<file path="src/pdlr_params.svh">
// Purpose: Offsets, field positions and reset values of the port status/capability bank
// Assumes: APB byte addressing, one 32-bit word per register
// Notes: Printed offsets are not all word multiples, so they are indices
`ifndef PDLR_PARAMS_SVH
`define PDLR_PARAMS_SVH

`define PDLR_IDX_DEV_STATUS 12'h04a
`define PDLR_IDX_LINK_CAP 12'h04c
`define PDLR_IDX_DEV_CONTROL 12'h04b
`define PDLR_IDX_IRQ_STATUS 12'h060
`define PDLR_IDX_IRQ_MASK 12'h061
`define PDLR_ADDR_W 14

`define PDLR_ERR_FLAGS 4
`define PDLR_SPEED_LSB 0
`define PDLR_SPEED_MSB 3
`define PDLR_WIDTH_LSB 4
`define PDLR_WIDTH_MSB 9
`define PDLR_PMS_LSB 10
`define PDLR_PMS_MSB 11
`define PDLR_L0S_LSB 12
`define PDLR_L0S_MSB 14
`define PDLR_L1_LSB 15
`define PDLR_L1_MSB 17
`define PDLR_CLKPM_BIT 18
`define PDLR_SDOWN_BIT 19
`define PDLR_DLLA_BIT 20
`define PDLR_BWN_BIT 21
`define PDLR_PORT_LSB 24
`define PDLR_PORT_MSB 31

`define PDLR_SPEED_RST 4'h2
`define PDLR_WIDTH_RST 6'h04
`define PDLR_PMS_RST 2'h3
`define PDLR_L0S_RST 3'h6
`define PDLR_L1_RST 3'h2
`define PDLR_CLKPM_RST 1'h0
`define PDLR_MAX_PORT 8'h05

`endif

</file>
<file path="src/pdlr_pkg.sv">
// Purpose: Types of the port status/capability bank
// Assumes: Nothing beyond the params header
// Notes: Width codes and APB slave states
package pdlr_pkg;
   typedef enum logic [5:0] {
      PDLR_W1 = 6'h01,
      PDLR_W2 = 6'h02,
      PDLR_W4 = 6'h04,
      PDLR_W8 = 6'h08
   } pdlr_width_t;

   typedef enum logic [2:0] {
      PDLR_IDLE = 3'b001,
      PDLR_ACCESS = 3'b010,
      PDLR_DONE = 3'b100
   } pdlr_apb_t;
endpackage

</file>
<file path="src/pdlr_err_flag.sv">
// Purpose: One sticky error flag with write-one-to-clear
// Assumes: Detect pulse on core_clk
// Notes: Detection beats a clear in the same cycle
`timescale 1ns/100ps
`default_nettype none
module pdlr_err_flag (
   input wire logic core_clk,
   input wire logic rst_b,
   input wire logic detect,
   input wire logic clearOne,
   output logic flag
);
   always_ff @(posedge core_clk) begin
      if (!rst_b) begin
         flag <= 1'b0;
      end else if (detect) begin
         flag <= 1'b1;
      end else if (clearOne) begin
         flag <= 1'b0;
      end
   end
endmodule // pdlr_err_flag
`default_nettype wire

</file>
<file path="src/pdlr_regs.sv">
// Purpose: Device status and link capability registers of one switch port, APB slave
// Assumes: Error sources and register unlock come from logic on core_clk
// Notes: Register index times four is the byte address
//
// The APB register port was left to the implementer.
`include "pdlr_params.svh"
`timescale 1ns/100ps
`default_nettype none
module pdlr_regs #(
   parameter logic [7:0] PORT_NUM = 8'h00,
   parameter bit IS_UPSTREAM = 1'b0
) (
   input wire logic core_clk,
   input wire logic rst_b,
   input wire logic psel,
   input wire logic penable,
   input wire logic pwrite,
   input wire logic [`PDLR_ADDR_W-1:0] paddr,
   input wire logic [31:0] pwdata,
   input wire logic [3:0] pstrb,
   output logic [31:0] prdata,
   output logic pready,
   output logic pslverr,
   input wire logic correctableDet,
   input wire logic nonfatalDet,
   input wire logic fatalDet,
   input wire logic unsupportedReqDet,
   input wire logic regUnlock,
   output logic correctableMsg,
   output logic [5:0] activeLinkWidth,
   output logic irq
);
   import pdlr_pkg::*;

   // Refused at elaboration: the index field only names the existing ports
   if (PORT_NUM > `PDLR_MAX_PORT) begin : gBadPort
      $error("PORT_NUM beyond last port");
   end

   pdlr_apb_t apbState_r;
   logic [31:0] prdata_nxt;
   logic decodeHit;
   logic wrStrobe;
   logic rdStrobe;
   logic [11:0] regIdx;
   logic [3:0] errFlags;
   logic [3:0] errDetect;
   logic [3:0] devControl_r;
   logic [5:0] linkWidth_r;
   logic [1:0] powerStateSupport_r;
   logic [2:0] standbyExitLatency_r;
   logic [2:0] deepIdleExitLatency_r;
   logic refclkRemovalCap_r;
   logic surpriseDownCap_r;
   logic linkActiveReportCap_r;
   logic bandwidthNotifyCap_r;
   logic [3:0] irqStatus_r;
   logic [3:0] irqMask_r;
   logic [15:0] devStatusWord;
   logic [31:0] linkCapWord;

   // Byte address to register index, low two bits ignored
   function automatic logic [11:0] addrToIdx(input logic [`PDLR_ADDR_W-1:0] a);
      return a[`PDLR_ADDR_W-1:2];
   endfunction

   function automatic logic isMapped(input logic [11:0] idx);
      return (idx == `PDLR_IDX_DEV_STATUS) || (idx == `PDLR_IDX_LINK_CAP) ||
             (idx == `PDLR_IDX_DEV_CONTROL) || (idx == `PDLR_IDX_IRQ_STATUS) ||
             (idx == `PDLR_IDX_IRQ_MASK);
   endfunction

   function automatic logic widthLegal(input logic [5:0] w);
      return (w == PDLR_W1) || (w == PDLR_W2) || (w == PDLR_W4) || (w == PDLR_W8);
   endfunction

   assign regIdx = addrToIdx(paddr);
   assign decodeHit = isMapped(regIdx);
   // Writes land on the access-phase edge only
   assign wrStrobe = psel && penable && pwrite && (apbState_r == PDLR_ACCESS);
   assign rdStrobe = psel && penable && !pwrite && (apbState_r == PDLR_ACCESS);

   // No wait state: setup, access (ready rises), done
   always_ff @(posedge core_clk) begin
      if (!rst_b) begin
         apbState_r <= PDLR_IDLE;
      end else begin
         case (apbState_r)
            PDLR_IDLE: begin
               if (psel && !penable) begin
                  apbState_r <= PDLR_ACCESS;
               end
            end
            PDLR_ACCESS: begin
               apbState_r <= PDLR_DONE;
            end
            PDLR_DONE: begin
               apbState_r <= (psel && !penable) ? PDLR_ACCESS : PDLR_IDLE;
            end
            default: begin
               apbState_r <= PDLR_IDLE;
            end
         endcase
      end
   end

   always_ff @(posedge core_clk) begin
      if (!rst_b) begin
         pready <= 1'b0;
         pslverr <= 1'b0;
      end else begin
         pready <= (apbState_r == PDLR_IDLE || apbState_r == PDLR_DONE) && psel && !penable;
         pslverr <= (apbState_r == PDLR_IDLE || apbState_r == PDLR_DONE) && psel && !penable &&
                    !decodeHit;
      end
   end

   // Error flags; detection wins over a clear in the same cycle
   assign errDetect = {unsupportedReqDet, fatalDet, nonfatalDet, correctableDet};

   genvar g;
   generate
      for (g = 0; g < `PDLR_ERR_FLAGS; g++) begin : gFlag
         pdlr_err_flag uFlag (
            .core_clk(core_clk),
            .rst_b(rst_b),
            .detect(errDetect[g]),
            .clearOne(pready && wrStrobe && regIdx == `PDLR_IDX_DEV_STATUS &&
                      pstrb[0] && pwdata[g]),
            .flag(errFlags[g])
         );
      end
   endgenerate

   // Plain read/write device control enables, bits 3:0
   always_ff @(posedge core_clk) begin
      if (!rst_b) begin
         devControl_r <= 4'h0;
      end else if (pready && wrStrobe && regIdx == `PDLR_IDX_DEV_CONTROL && pstrb[0]) begin
         devControl_r <= pwdata[3:0];
      end
   end

   // Message forwarding gated by enable; status logging is not
   always_ff @(posedge core_clk) begin
      if (!rst_b) begin
         correctableMsg <= 1'b0;
      end else begin
         correctableMsg <= correctableDet && devControl_r[0];
      end
   end

   // Link width field: software-owned, hardware never rewrites it
   always_ff @(posedge core_clk) begin
      if (!rst_b) begin
         linkWidth_r <= `PDLR_WIDTH_RST;
      end else if (pready && wrStrobe && regIdx == `PDLR_IDX_LINK_CAP && pstrb[0] &&
                   pstrb[1] && regUnlock) begin
         linkWidth_r <= pwdata[`PDLR_WIDTH_MSB:`PDLR_WIDTH_LSB];
      end
   end

   // Narrowing only; an illegal or wider code falls back to the initial width
   always_ff @(posedge core_clk) begin
      if (!rst_b) begin
         activeLinkWidth <= `PDLR_WIDTH_RST;
      end else if (widthLegal(linkWidth_r) && linkWidth_r <= `PDLR_WIDTH_RST) begin
         activeLinkWidth <= linkWidth_r;
      end else begin
         activeLinkWidth <= `PDLR_WIDTH_RST;
      end
   end

   // Lockable capability fields; downstream-only bits stay zero upstream
   always_ff @(posedge core_clk) begin
      if (!rst_b) begin
         powerStateSupport_r <= `PDLR_PMS_RST;
         standbyExitLatency_r <= `PDLR_L0S_RST;
         deepIdleExitLatency_r <= `PDLR_L1_RST;
         refclkRemovalCap_r <= `PDLR_CLKPM_RST;
         surpriseDownCap_r <= !IS_UPSTREAM;
         linkActiveReportCap_r <= !IS_UPSTREAM;
         bandwidthNotifyCap_r <= !IS_UPSTREAM;
      end else if (pready && wrStrobe && regIdx == `PDLR_IDX_LINK_CAP && regUnlock) begin
         if (pstrb[1]) begin
            powerStateSupport_r <= pwdata[`PDLR_PMS_MSB:`PDLR_PMS_LSB];
            standbyExitLatency_r <= pwdata[`PDLR_L0S_MSB:`PDLR_L0S_LSB];
         end
         if (pstrb[1] && pstrb[2]) begin
            deepIdleExitLatency_r <= pwdata[`PDLR_L1_MSB:`PDLR_L1_LSB];
         end
         if (pstrb[2]) begin
            refclkRemovalCap_r <= pwdata[`PDLR_CLKPM_BIT];
            surpriseDownCap_r <= pwdata[`PDLR_SDOWN_BIT] && !IS_UPSTREAM;
            // Advertised only; this bank reports no link-active status
            linkActiveReportCap_r <= pwdata[`PDLR_DLLA_BIT] && !IS_UPSTREAM;
            bandwidthNotifyCap_r <= pwdata[`PDLR_BWN_BIT] && !IS_UPSTREAM;
         end
      end
   end

   // Interrupt status: set by detection, cleared by reading it
   always_ff @(posedge core_clk) begin
      if (!rst_b) begin
         irqStatus_r <= 4'h0;
      end else if (pready && rdStrobe && regIdx == `PDLR_IDX_IRQ_STATUS) begin
         irqStatus_r <= errDetect;
      end else begin
         irqStatus_r <= irqStatus_r | errDetect;
      end
   end

   always_ff @(posedge core_clk) begin
      if (!rst_b) begin
         irqMask_r <= 4'h0;
      end else if (pready && wrStrobe && regIdx == `PDLR_IDX_IRQ_MASK && pstrb[0]) begin
         irqMask_r <= pwdata[3:0];
      end
   end

   always_ff @(posedge core_clk) begin
      if (!rst_b) begin
         irq <= 1'b0;
      end else begin
         irq <= |((irqStatus_r | errDetect) & irqMask_r);
      end
   end

   // Read views; bits 4, 5 and reserved ranges are constant zero
   assign devStatusWord = {10'h000, 1'b0, 1'b0, errFlags};
   assign linkCapWord = {PORT_NUM, 2'h0, bandwidthNotifyCap_r, linkActiveReportCap_r,
                         surpriseDownCap_r, refclkRemovalCap_r, deepIdleExitLatency_r,
                         standbyExitLatency_r, powerStateSupport_r, linkWidth_r,
                         `PDLR_SPEED_RST};

   always_comb begin
      prdata_nxt = 32'h0000_0000;
      case (regIdx)
         `PDLR_IDX_DEV_STATUS: prdata_nxt = {16'h0000, devStatusWord};
         `PDLR_IDX_LINK_CAP: prdata_nxt = linkCapWord;
         `PDLR_IDX_DEV_CONTROL: prdata_nxt = {28'h0000000, devControl_r};
         `PDLR_IDX_IRQ_STATUS: prdata_nxt = {28'h0000000, irqStatus_r};
         `PDLR_IDX_IRQ_MASK: prdata_nxt = {28'h0000000, irqMask_r};
         default: prdata_nxt = 32'h0000_0000;
      endcase
   end

   // Captured with ready so data is stable in the access phase
   always_ff @(posedge core_clk) begin
      if (!rst_b) begin
         prdata <= 32'h0000_0000;
      end else if ((apbState_r == PDLR_IDLE || apbState_r == PDLR_DONE) && psel && !penable &&
                   !pwrite) begin
         prdata <= prdata_nxt;
      end
   end
endmodule // pdlr_regs
`default_nettype wire

</file>
<file path="config.mk">
export PLATFORM = sky130hd
export DESIGN_NAME = pdlr_regs
export DESIGN_NICKNAME = d
export VERILOG_FILES = /design/src/pdlr_pkg.sv /design/src/pdlr_err_flag.sv /design/src/pdlr_regs.sv
export VERILOG_INCLUDE_DIRS = /design/src
export SDC_FILE = /design/constraint.sdc
export NUM_CORES = 1
export LEC_CHECK = 0
export ABC_AREA = 1
export BUFFER_PORTS_ARGS = -buffer_cell sky130_fd_sc_hd__buf_2
export CAP_MARGIN = 40
export CORE_MARGIN = 2
export CORE_UTILIZATION = 49
export DETAILED_ROUTE_END_ITERATION = 8
export GPL_TIMING_DRIVEN = 0
export PLACE_DENSITY_LB_ADDON = 0.1
export REMOVE_ABC_BUFFERS = 1
export SYNTH_ARGS = -nofsm -noshare
export SYNTH_HDL_FRONTEND = slang
export SYNTH_SLANG_ARGS = --single-unit
</file>
<file path="constraint.sdc">
create_clock -name core_clk -period 1.75 [get_ports core_clk]
set_input_delay 0.0875 -clock core_clk [delete_from_list [all_inputs] [get_ports core_clk]]
set_output_delay 0.0875 -clock core_clk [all_outputs]
set_load 0.05 [all_outputs]
</file>
Word-level counts from Yosys, hierarchy flattened
Cells that the tools add are included.
{"block": "word_totals", "reg_bits": 79, "latchBits": 0, "ramBits": 0, "romBits": 0, "input_bits": 60, "memories": 0}
{"block": "classes", "addsub": 0, "mul": 0, "div": 0, "order_cmp": 1, "eq_ne": 13, "n_shift": 0, "n_mux": 13, "n_bitwise": 2, "reduce_logical": 51}
{"op": "$pmux 22 s5", "count": 1}
{"op": "$eq 12x7->1 const B", "count": 5}
{"op": "$logic_and 1x1->1", "count": 31}
{"op": "$pmux 3 s3", "count": 1}
{"op": "$logic_or 1x1->1", "count": 8}
{"op": "$mux 1", "count": 8}
{"op": "$reduce_and 2->1", "count": 4}
{"op": "$reduce_bool 2->1", "count": 4}
{"op": "$eq 6x1->1 const B", "count": 1}
{"op": "$eq 6x2->1 const B", "count": 1}
{"op": "$eq 6x3->1 const B", "count": 1}
{"op": "$eq 6x4->1 const B", "count": 1}
{"op": "$le 6x3->1 const B", "count": 1}
{"op": "$and 4x4->4", "count": 1}
{"op": "$mux 4", "count": 1}
{"op": "$or 4x4->4", "count": 1}
{"op": "$reduce_or 4->1", "count": 1}
{"op": "$eq 3x1->1 const B", "count": 1}
{"op": "$eq 3x2->1 const B", "count": 1}
{"op": "$eq 3x3->1 const B", "count": 1}
{"op": "$logic_not 1->1", "count": 3}
{"op": "$mux 3", "count": 1}
{"op": "$mux 2", "count": 1}
{"op": "$ne 2x2->1 const B", "count": 1}

Logic depth before layout (Yosys ltp)
Gate-level depths: netlist (run 1).
{"block": "depth", "word_depth": 9, "ltp_mapped": 11}

Cells and area by module
Synthesis (run 1) repeated with hierarchy kept, for this count alone.
{"block": "hier_totals", "cells_unflattened": 404, "hier_area_um2": 2961.6}
{"module": "pdlr_regs", "n_inst": 1, "cells_each": 380, "area_per_inst_um2": 2786.4, "seq_area_each_um2": 1301.2}
{"module": "pdlr_err_flag", "n_inst": 4, "cells_each": 6, "area_per_inst_um2": 43.8, "seq_area_each_um2": 20.0}

Worst setup path before layout (run 1)
No wires, ideal clock.
{"block": "synth_path", "kind": "register to register", "start": "register pready", "end": "register devControl_r[0]", "setup_time_ns": 0.119, "arrival_time_ns": 1.498, "t_required_ns": 1.631, "path_slack_ns": 0.132, "path_stages_with_launch": 8, "path_buffers": 1, "synth_period_minus_slack_ns": 1.618, "path_cell_list": "dfxtp_1 nand2_1 nor2_1 and3_1 buf_2 nand2_1 o21ai_0 a21oi_1"}
{"block": "synth_between", "elab_chain_len": 3}
{"element": "start: declaration", "line_no": "pdlr_regs.sv:22", "source": "output logic pready,"}
{"element": "start signal: assignment", "line_no": "pdlr_regs.sv:112", "source": "pready <= (apbState_r == PDLR_IDLE || apbState_r == PDLR_DONE) && psel && !penable;"}
{"element": "$logic_and 1x1->1", "line_no": "pdlr_regs.sv:139", "source": "end else if (pready && wrStrobe && regIdx == `PDLR_IDX_DEV_CONTROL && pstrb[0]) begin"}
{"element": "$logic_and 1x1->1 (no source line)"}
{"element": "$logic_and 1x1->1", "line_no": "pdlr_regs.sv:139"}
{"element": "end signal: assignment", "line_no": "pdlr_regs.sv:140", "source": "devControl_r <= pwdata[3:0];"}
{"element": "end: declaration", "line_no": "pdlr_regs.sv:48", "source": "logic [3:0] devControl_r;"}
No other way between the ends.
A chain may end at the register's enable or synchronous reset.

Final worst setup path (run 1)
{"block": "layout_path", "start": "register apbState_r[0]", "end": "register linkWidth_r[3]"}
{"block": "layout_between", "elab_chain_len": 7}
{"element": "start: declaration", "line_no": "pdlr_regs.sv:40", "source": "pdlr_apb_t apbState_r;"}
{"element": "start signal: assignment", "line_no": "pdlr_regs.sv:98", "source": "apbState_r <= (psel && !penable) ? PDLR_ACCESS : PDLR_IDLE;"}
{"element": "$eq 3x2->1", "line_no": "pdlr_regs.sv:80", "source": "assign wrStrobe = psel && penable && pwrite && (apbState_r == PDLR_ACCESS);"}
{"element": "$logic_and 1x1->1", "line_no": "pdlr_regs.sv:80"}
{"element": "$logic_and 1x1->1", "line_no": "pdlr_regs.sv:157", "source": "end else if (pready && wrStrobe && regIdx == `PDLR_IDX_LINK_CAP && pstrb[0] &&"}
{"element": "$logic_and 1x1->1 (no source line)"}
{"element": "$logic_and 1x1->1 (3 in a row)", "line_no": "pdlr_regs.sv:157"}
{"element": "end signal: assignment", "line_no": "pdlr_regs.sv:156", "source": "linkWidth_r <= `PDLR_WIDTH_RST;"}
{"element": "end signal: assignment", "line_no": "pdlr_regs.sv:159", "source": "linkWidth_r <= pwdata[`PDLR_WIDTH_MSB:`PDLR_WIDTH_LSB];"}
{"element": "end: declaration", "line_no": "pdlr_regs.sv:49", "source": "logic [5:0] linkWidth_r;"}
No other way between the ends.

==> results of run 1 <==
[logic make-up after synthesis]
kind of cell,Yosys count
other,1
AO/OA/AOI/OAI,63
XOR/XNOR,2
AND/OR/NAND/NOR,170
flip-flops,69
buffers and inverters,62
[synth_stat cells (all sizes together)]
master	number	area, um2
or2	2	12.5
and3	2	12.5
nor3b	1	7.51
a21oi	19	95.1
xor2	2	17.5
nor3	3	20.0
o211ai	2	15.0
dfxtp	69	1380
nor4	1	6.26
o22ai	2	12.5
conb	1	3.75
nand2	46	185
nand3	35	185
nand4	13	81.3
inv	39	146
clkbuf	6	22.5
a22oi	18	135
o21ai	21	105
a221oi	1	8.76
buf	17	121
nor2	67	312
[state kept, by name, indices dropped and copies added (netlist names), 2 cells and up]
name                   count
activeLinkWidth            6
apbState_r                 3
deepIdleExitLatency_r      3
devControl_r               4
gFlag.uFlag.flag           4
irqMask_r                  4
irqStatus_r                4
linkWidth_r                6
powerStateSupport_r        2
prdata                    22
standbyExitLatency_r       3
[power by group through the flow]
stage          clock [mW]  combinational, mW  sequential [mW]
2_1_floorplan           0              0.121             1.65
3_3_place_gp            0              0.239             1.64
3_5_place_dp            0              0.245             1.64
4_1_cts              1.27              0.263             1.60
5_1_grt              1.35              0.291             1.60
6_report             1.25              0.266             1.60
[layout make-up]
cell class / instances / area, um2 / share of cell area (%)
well taps: 72 / 90.1 / 2.50
flip-flops and latches: 69 / 1380 / 38.4
clock buffers: 11 / 141 / 3.93
multi-input cells: 250 / 1280 / 35.7
inverters: 39 / 149 / 4.14
clock inverters: 4 / 48.8 / 1.36
repair buffers: 89 / 505 / 14.0
[repair_timing]
action	4_1_cts	5_1_grt
buffers inserted	0	0
endpoints found under the setup margin	0	25
resized for setup	0	4
hold buffers	10	0
endpoints found under the hold margin	10	0
[routing by layer]
metal | track usage (%) | up-vias | wire length (um)
li1 | - | 1382 | -
met1 | 28.0 | 1231 | 3100
met2 | 34.6 | 98 | 3100
met3 | 5.33 | 4 | 486
met4 | 8.14 | 0 | 44
met5 | 0 | - | 0
[metrics by stage]
stage                     utilization [%]  TNS (ns)
after floorplan                         -         0
after global placement               58.3    -0.163
after detailed placement             58.5   -0.0654
after CTS                            63.7         0
after global routing                 64.2  -0.00169
final                                64.2         0
[worst max path at each step]
stage                                        to  slack [ns]  cells past startpoint
detailed placement           pslverr$_SDFF_PN0_       -0.07                      6
global placement             pslverr$_SDFF_PN0_       -0.16                      5
CTS                      prdata[7]$_SDFFE_PN0P_        0.07                      7
global route        linkWidth_r[3]$_SDFFE_PN0P_      -0.002                      8
floorplan           linkWidth_r[0]$_SDFFE_PN0P_        0.07                      7
finish              linkWidth_r[3]$_SDFFE_PN0P_        0.17                      8
[critical path: stages, from the launching register on]
cell,delay (ns)
dfxtp_1,0.33
nor2_1,0.11
nand2_1,0.09
inv_1,0.09
nand3_2,0.11
nor2_8,0.26
nand3_2,0.24
o21ai_1,0.19
nor2_1,0.05
==> results.sh, run 1 <==
export IMPL_setup_viol=0
export IMPL_crit_path_start="apbState_r[0]$_SDFFE_PN1P_"
export IMPL_drt_vias_per_instance=5.08
export IMPL_grt_pass1_vias=2376
export IMPL_final_cell_mix="buf_2, dfxtp_1, nor2_1, nand2_1, inv_1"
export IMPL_leakage_nw=1.71
export IMPL_initial_core_util_pct=51.5
export IMPL_worstSkewPairLatency_ns=0.33
export IMPL_end_kind="register"
export IMPL_swShare_pct=24.1
export IMPL_grt_usage_pct=21.5
export IMPL_finalMaxSlewViolations=0
export IMPL_grt_max_degree=31
export IMPL_die_x_um=80.8
export IMPL_rr_startpoint="apbState_r[0]$_SDFFE_PN1P_"
export IMPL_fp_coreArea_mm2=0.00561
export IMPL_synth_xor_area_share_pct=0.607
export IMPL_vias=2715
export IMPL_fill_cells=514
export IMPL_hp_class="in2reg"
export IMPL_timing_final_ws_setup_ns=0.173
export IMPL_antenna_found_initial=0
export IMPL_avgSynthCellArea_um2=7.87
export IMPL_syn_area_mm2=0.00289
export IMPL_ir_drop_mv=0.710
export IMPL_portBuffers=78
export IMPL_p_int_mw=2.36
export IMPL_critPathKind="reg2reg"
export IMPL_synthSimpleGateAreaFrac_pct=28.5
export IMPL_synth_seq_area_share_pct=47.9
export IMPL_num_rows=27
export IMPL_fin_skew_ns=0.00796
export IMPL_holdPathStages=3
export IMPL_power_mw=3.11
export IMPL_wire_per_inst_um=12.6
export IMPL_clkTransAtPathRegs_ns=0.07
export IMPL_dp_final_hpwl_um=4640
export IMPL_gr_total_overflow=0
export IMPL_design_area_mm2=0.00360
export IMPL_grt_pass1_wl_um=10800
export IMPL_cts_sink_count=69
export IMPL_ys_ff_latch=69
export IMPL_regToRegSetupSlack_ns=0.17
export IMPL_wl_um=6740
export IMPL_ant_nets=0
export IMPL_synth_compound_gate_area_share_pct=12.9
export IMPL_syn2layout_area_growth_pct=24.7
export IMPL_fin_crit_ns=1.58
export IMPL_fin_crit_sh_pct=90.1
export IMPL_remaining_drc_errors=0
export IMPL_share_comb_of_total_power_pct=8.6
export IMPL_required_ns=1.98
export IMPL_max_freq_ghz=0.634
export IMPL_pre_cts_slack_ns=-0.0654
export IMPL_max_clock_path_buffers=2
export IMPL_cts_htree_levels=3
export IMPL_synth_top_family_by_area="simple AND/OR/NAND/NOR gates"
export IMPL_power_share_sequential_pct=51.4
export IMPL_hold_viol_final=0
export IMPL_drtIter0Drc=119
export IMPL_startpoint_type="register"
export IMPL_die_area_mm2=0.00652
export IMPL_cp_max_fo=15
export IMPL_yosysUniqueCellTypes=32
export IMPL_fin_nets=518
export IMPL_drive_above_1_share_pct=25.1
export IMPL_cts_buffers=9
export IMPL_hold_worst_slack_ns=0.00463
export IMPL_clock_root_buffer="clkbuf_8"
export IMPL_min_to="powerStateSupport_r[0]$_SDFFE_PN1P_"
export IMPL_postPlaceCellArea_mm2=0.00328
export IMPL_crit_arrival_ns=1.81
export IMPL_n_antenna_cell=0
export IMPL_power_frac_clock_pct=40.0
export IMPL_synthCells=367
export IMPL_cap_violations=0
export IMPL_fin_cells=534
export IMPL_first_pass_iters=5
export IMPL_synth_mux_area_share_pct=0
export IMPL_cts_tree="yes"
export IMPL_globalplace_congestion=0.840
export IMPL_layout_commonest_cell="buf_2"
export IMPL_slew_headroom_pct=62.4
export IMPL_status="finished clean"
export IMPL_yosysWarnings=0
export IMPL_die_h_um=80.8
export IMPL_rsz0062_at_grt="yes"
export IMPL_reg2regPathDepth=8
export IMPL_p_per_area_mw_per_mm2=865
export IMPL_yosys_area_share_adder_pct=0
export IMPL_post_place_cells=507
export IMPL_pin_count=102
export IMPL_worst_pin_slew_ns=0.563
export IMPL_p_sw_uw=749
export IMPL_hp_start="pwdata[10]"
export IMPL_reg2reg_to="linkWidth_r[3]$_SDFFE_PN0P_"
No activity file was read; power rests on OpenSTA's default activity.
==> inputs of run 2 (changes only) <==
--- a/config.mk
+++ b/config.mk
@@ -13,6 +13,7 @@
 export CORE_UTILIZATION = 49
 export DETAILED_ROUTE_END_ITERATION = 8
 export GPL_TIMING_DRIVEN = 0
+export MAX_ROUTING_LAYER = met4
 export PLACE_DENSITY_LB_ADDON = 0.1
 export REMOVE_ABC_BUFFERS = 1
 export SYNTH_ARGS = -nofsm -noshare
==> run 2 against run 1 <==
First-iteration DRC count up 5.9%. Die area unchanged. Maximum frequency up 0.54%. Clock skew up 0.00094 ns. Via count down 0.52%. Combinational power about the same. Global-route usage up 0.60 points. Worst hold slack better by 0.0062 ns. Clock-buffer cell count unchanged. Core utilization unchanged.
==> results.sh, run 2 (synthesized netlist as in run 1, its figures left out) <==
export IMPL_initial_core_util_pct=51.5
export IMPL_cts_htree_levels=3
export IMPL_p_int_mw=2.36
export IMPL_cts_tree="yes"
export IMPL_drtIter0Drc=126
export IMPL_hold_viol_final=0
export IMPL_fin_nets=518
export IMPL_wire_per_inst_um=12.6
export IMPL_startpoint_type="register"
export IMPL_hp_class="in2reg"
export IMPL_grt_pass1_vias=2377
export IMPL_gr_total_overflow=0
export IMPL_antenna_found_initial=0
export IMPL_max_clock_path_buffers=2
export IMPL_slowest_stage="dfxtp_1"
export IMPL_fp_coreArea_mm2=0.00561
export IMPL_die_h_um=80.8
export IMPL_cts_buffers=9
export IMPL_first_pass_iters=5
export IMPL_drive_above_1_share_pct=25.1
export IMPL_power_share_sequential_pct=51.5
export IMPL_worstSkewPairLatency_ns=0.33
export IMPL_swShare_pct=24.0
export IMPL_num_rows=27
export IMPL_largest_reg_flops=22
export IMPL_max_freq_ghz=0.637
export IMPL_ir_drop_mv=0.711
export IMPL_grt_max_degree=31
export IMPL_end_kind="register"
export IMPL_drt_vias_per_instance=5.06
export IMPL_die_x_um=80.8
export IMPL_pin_count=102
export IMPL_status="finished clean"
export IMPL_cts_sink_count=69
export IMPL_slew_headroom_pct=63.1
export IMPL_die_area_mm2=0.00652
export IMPL_required_ns=1.98
export IMPL_ant_nets=0
export IMPL_rsz0062_at_grt="yes"
export IMPL_p_per_area_mw_per_mm2=864
export IMPL_setup_viol=0
export IMPL_crit_arrival_ns=1.79
export IMPL_vias=2701
export IMPL_fin_crit_ns=1.57
export IMPL_cap_violations=0
export IMPL_share_comb_of_total_power_pct=8.5
export IMPL_critPathKind="reg2reg"
export IMPL_largest_register="prdata"
export IMPL_fin_skew_ns=0.00890
export IMPL_globalplace_congestion=0.853
export IMPL_reg_top3="prdata: 22 flops, activeLinkWidth: 6 flops, linkWidth_r: 6 flops"
export IMPL_worstPathCellList="nor2_1 > nand2_1 > inv_1 > nand3_2 > nor2_8 > nand3_2 > o21ai_1 > nor2_1"
export IMPL_power_frac_clock_pct=40.0
export IMPL_power_mw=3.11
export IMPL_final_cell_mix="buf_2, dfxtp_1, nor2_1, nand2_1, inv_1"
export IMPL_grt_pass1_wl_um=10800
export IMPL_dp_final_hpwl_um=4640
export IMPL_n_antenna_cell=0
export IMPL_finalMaxSlewViolations=0
export IMPL_syn2layout_area_growth_pct=24.7
export IMPL_clock_root_buffer="clkbuf_8"
export IMPL_wl_um=6700
export IMPL_leakage_nw=1.71
export IMPL_portBuffers=78
export IMPL_clkTransAtPathRegs_ns=0.07
export IMPL_p_sw_uw=746
export IMPL_layout_commonest_cell="buf_2"
export IMPL_post_place_cells=507
export IMPL_worst_pin_slew_ns=0.553
export IMPL_crit_path_max_incr_delay_ns=0.33
export IMPL_fin_crit_sh_pct=89.6
export IMPL_cp_max_fo=15
export IMPL_grt_usage_pct=22.1
export IMPL_fin_cells=534
export IMPL_remaining_drc_errors=0
-- run 2: path summary, 6_finish.rpt --
| check | startpoint | end | slack, ns | depth (start not counted) |
|---|---|---|---|---|
| max | apbState_r[0]$_SDFFE_PN1P_ | linkWidth_r[3]$_SDFFE_PN0P_ | 0.18 | 8 |
| min reg2reg | linkActiveReportCap_r$_SDFFE_PN1P_ | linkActiveReportCap_r$_SDFFE_PN1P_ | 0.46 | 2 |
| max reg2reg | apbState_r[0]$_SDFFE_PN1P_ | linkWidth_r[3]$_SDFFE_PN0P_ | 0.18 | 8 |
| min | pwdata[10] | powerStateSupport_r[0]$_SDFFE_PN1P_ | 0.01 | 3 |
-- run 2: critical path, delay by kind of cell, from the launching register on --
family | cells | cell delay (ns)
AOI/OAI and AO/OA | 1 | 0.19
and+or+nand+nor | 6 | 0.86
DFF | 1 | 0.33
buffers and inverters | 1 | 0.09
-- run 2: power by group through the flow --
stage / combinational [mW] / sequential (mW) / clock, mW
floorplan: 0.121 / 1.65 / 0
global route: 0.291 / 1.60 / 1.35
CTS: 0.263 / 1.60 / 1.27
detailed placement: 0.245 / 1.64 / 0
global placement: 0.239 / 1.64 / 0
finish: 0.266 / 1.60 / 1.24
-- run 2: timing repair --
item / in CTS / in global routing
hold buffers: 10 / 0
buffers inserted: 0 / 0
gates resized for setup: 0 / 4
endpoints found under the hold margin: 10 / 0
endpoints found under the setup margin: 0 / 24
-- run 2: metrics by stage --
| stage | hold WS (ns) | utilization (%) | setup WS [ns] | setup TNS, ns | area, um2 |
|---|---|---|---|---|---|
| 2_1_floorplan | 0.172 | - | 0.0699 | 0 | 2790 |
| 3_3_place_gp | 0.329 | 58.3 | -0.163 | -0.163 | 3270 |
| 3_5_place_dp | 0.332 | 58.5 | -0.0654 | -0.0654 | 3280 |
| 4_1_cts | 0.000184 | 63.7 | 0.0667 | 0 | 3570 |
| 5_1_grt | 0.00411 | 64.2 | -0.00169 | -0.00169 | 3600 |
| 6_report | 0.0109 | 64.2 | 0.181 | 0 | 3600 |
-- run 2: area by class of cell --
type,count,area (um2)
Clock buffer,11,141
Timing Repair Buffer,89,505
Fill cell,514,2010
Multi-Input combinational cell,250,1280
Clock inverter,4,48.8
Sequential cell,69,1380
Inverter,39,149
Tap cell,72,90.1
-- run 2: metal layers --
layer / share of wire, % / global-route usage (%)
met5: 0 / -
met2: 46 / 34.7
met4: 0.75 / 8.14
met3: 6.1 / 5.22
met1: 47 / 27.9
